--- config.mk ---
export PLATFORM = sky130hd
export DESIGN_NAME = pot_translator
export DESIGN_NICKNAME = d
export VERILOG_FILES = /design/src/common/pot_pkg.sv /design/src/logic/pot_fifo.sv /design/src/logic/pot_translator.sv
export VERILOG_INCLUDE_DIRS = /design/src /design/src/common
export SDC_FILE = /design/constraint.sdc
export NUM_CORES = 2
export LEC_CHECK = 0
export ABC_AREA = 0
export BUFFER_PORTS_ARGS = -buffer_cell sky130_fd_sc_hd__buf_2
export CORE_MARGIN = 4
export CORE_UTILIZATION = 40
export DETAILED_ROUTE_END_ITERATION = 7
export MAX_ROUTING_LAYER = met4
export SYNTH_ARGS = -nofsm -noshare
export SYNTH_HDL_FRONTEND = slang
export SYNTH_SLANG_ARGS = --single-unit
--- constraint.sdc ---
create_clock -name clk -period 11.6 [get_ports clk]
set_input_delay 0 -clock clk [delete_from_list [all_inputs] [get_ports clk]]
set_output_delay 0 -clock clk [all_outputs]
set_load 0.03 [all_outputs]
--- src/common/pot_defines.svh ---
// offsets, sizes and reset values for the outbound translator
// assumes inclusion by common/pot_pkg.sv and the design modules
`ifndef POT_DEFINES_SVH
`define POT_DEFINES_SVH

// ----------------------------------------
// address map
// ----------------------------------------
`define POT_ADDR_W          64
`define POT_ZERO_ADDR       64'h0000_0000_0000_0000
`define POT_MIN_REGION_BASE 64'h0000_0000_0000_1000
`define POT_WINDOW_SIZE     64'h0000_0000_1000_0000
`define POT_GUARD_SIZE      64'h0000_0000_0000_1000
`define POT_SS1_WINDOW      64'h0000_0000_2000_0000
`define POT_SS2_WINDOW      64'h0000_0000_3000_0000

// ----------------------------------------
// sizing
// ----------------------------------------
`define POT_NUM_REGIONS     4
`define POT_FIFO_DEPTH      8
`define POT_NUM_TYPES       4
`define POT_CREDIT_W        12
`define POT_CREDIT_INIT     12'hFFF

`endif

--- src/common/pot_pkg.sv ---
// types shared by the outbound translator, its link partner model and its bench
// assumes pot_defines.svh sits beside it
`include "pot_defines.svh"

package pot_pkg;

  // ----------------------------------------
  // tlp kinds and credit classes
  // ----------------------------------------
  typedef enum logic [1:0] {
    POT_KIND_MEM = 2'b00,
    POT_KIND_MSG = 2'b01,
    POT_KIND_CPL = 2'b10,
    POT_KIND_CFG = 2'b11
  } pot_kind_t;

  typedef enum logic [1:0] {
    POT_CR_POSTED    = 2'b00,
    POT_CR_NONPOSTED = 2'b01,
    POT_CR_CPL       = 2'b10,
    POT_CR_OTHER     = 2'b11
  } pot_credit_t;

  // ----------------------------------------
  // carriers
  // ----------------------------------------
  typedef struct packed {
    logic                    en;
    logic [`POT_ADDR_W-1:0]  base;
    logic [`POT_ADDR_W-1:0]  limit;
    logic [`POT_ADDR_W-1:0]  target;
    pot_credit_t             ctype;
  } pot_region_t;

  typedef struct packed {
    pot_kind_t               kind;
    logic [`POT_ADDR_W-1:0]  addr;
    logic [31:0]             hdr01;
  } pot_tlp_t;

endpackage : pot_pkg

--- src/logic/pot_fifo.sv ---
// small flip-flop fifo with valid/ready on both sides
// assumes one clock and a synchronous active-high reset
`timescale 1ns/1ps
`include "pot_defines.svh"

module pot_fifo #(
  parameter int WIDTH = 8,
  parameter int DEPTH = `POT_FIFO_DEPTH
) (
  // clock and reset
  input  wire logic             clk,
  input  wire logic             srst,
  // fill side
  input  wire logic             in_valid,
  output logic                  in_ready,
  input  wire logic [WIDTH-1:0] in_data,
  // drain side
  output logic                  out_valid,
  input  wire logic             out_ready,
  output logic [WIDTH-1:0]      out_data
);
  localparam int AW = $clog2(DEPTH);

  logic [WIDTH-1:0] mem [DEPTH];
  logic [AW-1:0]    wr_ptr;
  logic [AW-1:0]    rd_ptr;
  logic [AW:0]      count;
  wire              push = in_valid && in_ready;
  wire              pop  = out_valid && out_ready;

  assign in_ready  = (count != DEPTH[AW:0]);
  assign out_valid = (count != '0);
  assign out_data  = mem[rd_ptr];

  always_ff @(posedge clk) begin
    if (srst) begin
      wr_ptr <= '0;
      rd_ptr <= '0;
      count  <= '0;
    end else begin
      if (push) wr_ptr <= (wr_ptr == AW'(DEPTH - 1)) ? '0 : wr_ptr + 1'b1;
      if (pop)  rd_ptr <= (rd_ptr == AW'(DEPTH - 1)) ? '0 : rd_ptr + 1'b1;
      count <= count + (AW+1)'(push) - (AW+1)'(pop);
    end
  end

  always_ff @(posedge clk) begin
    if (push) mem[wr_ptr] <= in_data;
  end
endmodule : pot_fifo

--- src/logic/pot_translator.sv ---
// outbound region translator: matches client addresses against a region table,
// rewrites the address, debits per-class flow-control credits, buffers the tlps
// assumes region table and credit refills come from surrounding controller logic
//
// What this block does
// RULE1 - a message tlp whose third and fourth header words fall in a region is translated.
// RULE2 - a region based at zero therefore catches the many messages carrying zero there.
// RULE3 - completion tlps leave with their header untouched by any region.
// RULE4 - a completion sent while the client address hits a region debits that region's class.
// RULE5 - the client holds its address at zero while a completion is sent.
// RULE6 - software keeps every region base at or above 0x1000; the block does not enforce it and only flags a lower base on base_violation.
// RULE7 - each 256MiB subsystem window loses its first 4KB, starting at base plus 0x1000; the block checks no window, only bases below 0x1000.
// RULE8 - a hit needs an enabled region with base <= addr <= limit; lowest index wins.
`timescale 1ns/1ps
`include "pot_defines.svh"

module pot_translator
  import pot_pkg::*;
#(
  parameter int NREG  = `POT_NUM_REGIONS,
  parameter int DEPTH = `POT_FIFO_DEPTH
) (
  // clock and reset
  input  wire logic                          clk,
  input  wire logic                          srst,
  // region table
  input  wire pot_region_t [NREG-1:0]        region,
  // client side
  input  wire logic                          cl_valid,
  output logic                               cl_ready,
  input  wire pot_tlp_t                      cl_tlp,
  // credit refill from the link partner
  input  wire logic                          refill_valid,
  input  wire pot_credit_t                   refill_type,
  // link side
  output logic                               lk_valid,
  input  wire logic                          lk_ready,
  output pot_tlp_t                           lk_tlp,
  // status
  output logic [`POT_NUM_TYPES-1:0][`POT_CREDIT_W-1:0] credit,
  output logic                               hit_any,
  output logic                               base_violation
);

  // ----------------------------------------
  // region match
  // ----------------------------------------
  logic [NREG-1:0]        hit;
  logic [NREG-1:0]        low_base;
  logic [`POT_ADDR_W-1:0] xlat_addr;
  pot_credit_t            hit_type;

  // header words three and four are compared for every kind, messages included
  genvar g;
  generate
    for (g = 0; g < NREG; g++) begin : g_match
      assign hit[g] = region[g].en &&
                      (cl_tlp.addr >= region[g].base) &&
                      (cl_tlp.addr <= region[g].limit);   // RULE8 RULE1 RULE2
      assign low_base[g] = region[g].en && (region[g].base < `POT_MIN_REGION_BASE); // RULE6
    end
  endgenerate

  // lowest index wins
  always_comb begin
    xlat_addr = cl_tlp.addr;
    hit_type  = POT_CR_POSTED;
    for (int i = NREG - 1; i >= 0; i--) begin
      if (hit[i]) begin
        xlat_addr = cl_tlp.addr - region[i].base + region[i].target;   // RULE8
        hit_type  = region[i].ctype;
      end
    end
  end

  wire is_cpl = (cl_tlp.kind == POT_KIND_CPL);
  assign hit_any = |hit;
  // a base below the guard page lets completions spend credit they never own
  assign base_violation = |low_base;                                  // RULE6 RULE7

  // ----------------------------------------
  // accept and rewrite
  // ----------------------------------------
  pot_tlp_t out_tlp;
  logic     fifo_ready;
  wire      take = cl_valid && fifo_ready;

  always_comb begin
    out_tlp = cl_tlp;
    if (hit_any && !is_cpl) out_tlp.addr = xlat_addr;                 // RULE1 RULE3
  end

  assign cl_ready = fifo_ready;

  // ----------------------------------------
  // credit counters
  // ----------------------------------------
  // a completion debits the matched region's class, not its own: preserved quirk
  wire         debit      = take && hit_any;                          // RULE4 RULE5
  pot_credit_t debit_type;
  assign debit_type = is_cpl ? hit_type : (hit_any ? hit_type : POT_CR_POSTED);

  generate
    for (g = 0; g < `POT_NUM_TYPES; g++) begin : g_credit
      wire dec = debit && (debit_type == pot_credit_t'(g));
      wire inc = refill_valid && (refill_type == pot_credit_t'(g));
      logic [`POT_CREDIT_W-1:0] next_credit;
      assign next_credit = credit[g] + `POT_CREDIT_W'(inc) - `POT_CREDIT_W'(dec);
      always_ff @(posedge clk) begin
        if (srst) credit[g] <= `POT_CREDIT_INIT;
        else      credit[g] <= next_credit;                           // RULE4
      end
    end
  endgenerate

  // ----------------------------------------
  // outbound buffer
  // ----------------------------------------
  pot_fifo #(
    .WIDTH ($bits(pot_tlp_t)),
    .DEPTH (DEPTH)
  ) u_fifo (
    .clk       (clk),
    .srst      (srst),
    .in_valid  (cl_valid),
    .in_ready  (fifo_ready),
    .in_data   (out_tlp),
    .out_valid (lk_valid),
    .out_ready (lk_ready),
    .out_data  (lk_tlp)
  );

  // ----------------------------------------
  // per-class credit checks
  // ----------------------------------------
  // one pair per class, so a debit landing in the wrong class shows up by name
  generate
    for (g = 0; g < `POT_NUM_TYPES; g++) begin : g_credit_chk

    end
  endgenerate
endmodule : pot_translator

==> flow_metrics.env <==
export IMPL_clkTransAtPathRegs_ns=0.07
export IMPL_share_seq_of_total_power_pct=30.7
export IMPL_critPathMaxStageDelay_ns=0.98
export IMPL_min_delay_path_depth=6
export IMPL_hp_class="in -> reg"
export IMPL_cts_path_max_buffers=3
export IMPL_synth_edff_count=784
export IMPL_p_per_area_mw_per_mm2=150.1
export IMPL_dp_hpwl_mm=263.0
export IMPL_h_tree_depth=3
export IMPL_tns_ns=0
export IMPL_core_sq_mm=0.1767
export IMPL_grt_usage_pct=33.72
export IMPL_drv_slew=0
export IMPL_top_layer="met4"
export IMPL_synth_flop_cell="edfxtp_1"
export IMPL_cts_root_buf="clkbuf_16"
export IMPL_initial_core_util_pct=40.38
export IMPL_holdCritStartpoint="refill_type[1]"
export IMPL_period_share_pct=63.64
export IMPL_synth_avg_cell_area_sq_um=10.10
export IMPL_cp_slowest_cell="nor2b_1"
export IMPL_hold_viol_final=0
export IMPL_drc_errors=0
export IMPL_first_iter_violations=4376
export IMPL_clock_sinks=845
export IMPL_worst_path_max_fanout=25
export IMPL_multi_input_area_sq_mm=0.04047
export IMPL_maxCapViolations=0
export IMPL_fin_crit_ns=7.383
export IMPL_drt_antenna_violating_nets=0
export IMPL_routed_wl_met2_mm=146.5
export IMPL_r2r_end="credit[46]$_SDFF_PP1_"
export IMPL_layout_drive_gt1_share_pct=19.25
export IMPL_antenna_found_initial=80
export IMPL_dp_cells=10300
export IMPL_layout_common_cells="inv_1 (1450), buf_2 (1034), ha_1 (822)"
export IMPL_power_switching_mw=5.039
export IMPL_io_buffers=1034
export IMPL_yosysSeqAreaShare_pct=34.71
export IMPL_rows=154
export IMPL_reg2reg_slack_ns=7.24
export IMPL_cp_depth=32
export IMPL_critPathBufInv=5
export IMPL_avgRoutedWirePerCell_um=29.69
export IMPL_pwr_share_clk_pct=19.5
export IMPL_firstDrtPassIters=6
export IMPL_clk_latency_ns=0.63
export IMPL_final_cell_area_sq_mm=0.08216
export IMPL_cpLargestDelayFamily="compound AO/OA/AOI/OAI gates"
export IMPL_fin_cells=10534
export IMPL_hold_path_end="credit[24]$_SDFF_PP1_"
export IMPL_setup_viol=0
export IMPL_cts_buffers_inserted=68
export IMPL_place_area_sq_mm=0.07929
export IMPL_synth_cell_types=81
export IMPL_cts_tree="yes"
export IMPL_ys_ff_latch=845
export IMPL_grt_ovfl_total=0
export IMPL_regArea_sq_mm=0.02478
export IMPL_wl_mm=312.8
export IMPL_irDropWorstVdd_mv=0.1154
export IMPL_grt_first_pass_wirelength_mm=434.8
export IMPL_grt_pass1_vias=60546
export IMPL_routabilityCongestion=1.092
export IMPL_fmax_mhz=135.5
export IMPL_p_leak_nw=38.26
export IMPL_die_height_um=430.4
export IMPL_yosysWarnings=0
export IMPL_reg2reg_depth=22
export IMPL_async_reset_ff_share_pct=0
export IMPL_dieWidth_um=430.4
export IMPL_met1_length_mm=124.0
export IMPL_worst_setup_path_type="in -> reg"
export IMPL_grt_max_degree=101
export IMPL_syn_nets=9031
export IMPL_rsz0062_at_grt="false"
export IMPL_ioPinCount=1035
export IMPL_layout_commonest_cell="inv_1"
export IMPL_fin_nets=10033
export IMPL_start_kind="input port"
export IMPL_wl_met3_mm=15.13
export IMPL_slew_headroom_pct=4.596
export IMPL_fin_skew_ns=0.02269
export IMPL_p_int_mw=7.297
export IMPL_cp_required_ns=12.10
export IMPL_end_kind="register"
export IMPL_arrival_ns=7.88
export IMPL_dieArea_sq_mm=0.1852
export IMPL_r2r_start="u_fifo.count[2]$_SDFF_PP0_"
export IMPL_detail_route_vias_per_cell=5.632
export IMPL_pwr_share_comb_pct=49.8
export IMPL_cts_resized=0
export IMPL_p_sw_share_pct=40.85
export IMPL_crit_path_frequent_cell="a21oi_1"
export IMPL_tightest_slew_ns=1.416
export IMPL_outcome="finished clean"
export IMPL_area_growth_synth_to_final_pct=15.15
export IMPL_netlist_instances=7067
export IMPL_synth_cell_area_sq_mm=0.07135
export IMPL_fillerInstances=16905
export IMPL_via_count=59329
==> routing by layer <==
metal	global-route usage, %	up-vias
met4	22.72	0
met2	54.68	2078
met1	39.80	29486
met3	3.589	562
met5	-	-
li1	-	27203
==> power groups by stage <==
stage | Sequential [mW] | Combinational (mW) | Clock, mW
4_1_cts | 3.80 | 6.10 | 2.47
3_5_place_dp | 3.86 | 6.05 | 0
5_1_grt | 3.81 | 6.66 | 2.59
6_report | 3.79 | 6.14 | 2.41
3_3_place_gp | 3.85 | 6.05 | 0
2_1_floorplan | 3.95 | 3.96 | 0
==> synthesized netlist by cell type (42+ instances only) <==
cell         n  area [sq um]
fa_1       257          5145
edfxtp_1   784         23540
inv_1     1450          5443
a21o_1     296          2222
nor2b_1     64         400.4
ha_1       822         10280
a211oi_1    51         382.9
mux4_2     196          4414
nand2b_1    67         419.2
clkbuf_1   161         604.3
o211ai_1    42         315.3
a31oi_1     50         312.8
a21oi_1    531          2658
o21a_1      44         330.3
nor2_1     263         987.2
nor4_1      69         431.7
and3_1      44         275.3
o21bai_1    52         390.4
nand2_1    316          1186
nor3_1      69         345.3
nand4_1    166          1039
nand3_1     96         480.5
xnor2_1    172          1506
o21ai_0    269          1346
mux2_2      99          1115
dfxtp_1     61          1221
xor2_1     113         989.7
==> registers in the layout (all words and copies together) (netlist names), named ones only <==
| signal | flops |
|---|---|
| u_fifo.rd_ptr | 3 |
| u_fifo.count | 4 |
| credit | 48 |
| u_fifo.mem | 784 |
| u_fifo.wr_ptr | 3 |
==> repair_timing <==
action	4_1_cts	5_1_grt
setup buffers	0	0
hold buffers	37	0
hold endpoints to repair	288	0
==> worst max-delay path by stage <==
| stage | from | endpoint | slack (ns) |
|---|---|---|---|
| 2_1_floorplan | u_fifo.count[2]$_SDFF_PP0_ | u_fifo.mem[0][0]$_DFFE_PP_ | 0.51 |
| 6_report | cl_tlp[32] | credit[10]$_SDFF_PP1_ | 4.22 |
| 3_5_place_dp | cl_tlp[32] | credit[10]$_SDFF_PP1_ | 4.23 |
| 4_1_cts | cl_tlp[32] | credit[10]$_SDFF_PP1_ | 4.24 |
| 3_3_place_gp | cl_tlp[32] | credit[10]$_SDFF_PP1_ | 4.27 |
| 5_1_grt | cl_tlp[32] | credit[10]$_SDFF_PP1_ | 3.88 |
==> metrics by stage <==
step	power [mW]	util, %	worst slack [ns]	hold WS [ns]
after detailed placement	9.915	44.88	4.229	0.2761
after CTS	12.37	46.39	4.243	0.01725
after global placement	9.898	44.88	4.274	0.2699
after global routing	13.07	46.48	3.884	0.09426
final	12.34	46.50	4.217	0.05907
after floorplan	7.918	-	0.5088	0.09887
==> kinds of logic (layout without fill, tap and decap cells) <==
kind of cell / after synthesis / count (layout) / share of synthesized area (%)
buffers and inverters: 1657 / 2713 / 8.734
AO/OA/AOI/OAI: 1621 / 1621 / 14.51
AND/OR/NAND/NOR: 1267 / 1267 / 8.924
adder cells (fa/ha/maj): 1079 / 1079 / 21.62
flip-flops: 845 / 845 / 34.71
multiplexers: 313 / 313 / 8.001
XOR/XNOR: 285 / 285 / 3.498
other: 0 / 71 / 0
==> final cells by class <==
type	count	share of cell area [%]
clock inverters	45	0.6457
inverters	1450	6.624
repair buffers	1139	7.386
clock buffers	79	2.159
diodes	71	0.2162
flip-flops and latches	845	30.15
multi-input cells	4565	49.25
well taps	2340	3.563
==> worst reg2reg max path, stage by stage (launching register included) <==
cell	delay, ns
dfxtp_1	0.30
inv_1	0.09
ha_1	0.17
nand2_1	0.14
nand2_1	0.50
inv_1	0.35
and4b_1	0.27
ha_1	0.28
inv_1	0.04
ha_1	0.20
fa_1	0.40
a21oi_1	0.17
nor2_1	0.06
nor2_1	0.15
o21bai_1	0.09
a21oi_1	0.22
nor2b_1	0.07
o21a_1	0.17
nor2_1	0.14
o21bai_1	0.08
a21oi_1	0.17
xor2_1	0.15
nand2b_1	0.06
No activity file was read; power rests on OpenSTA's default activity.
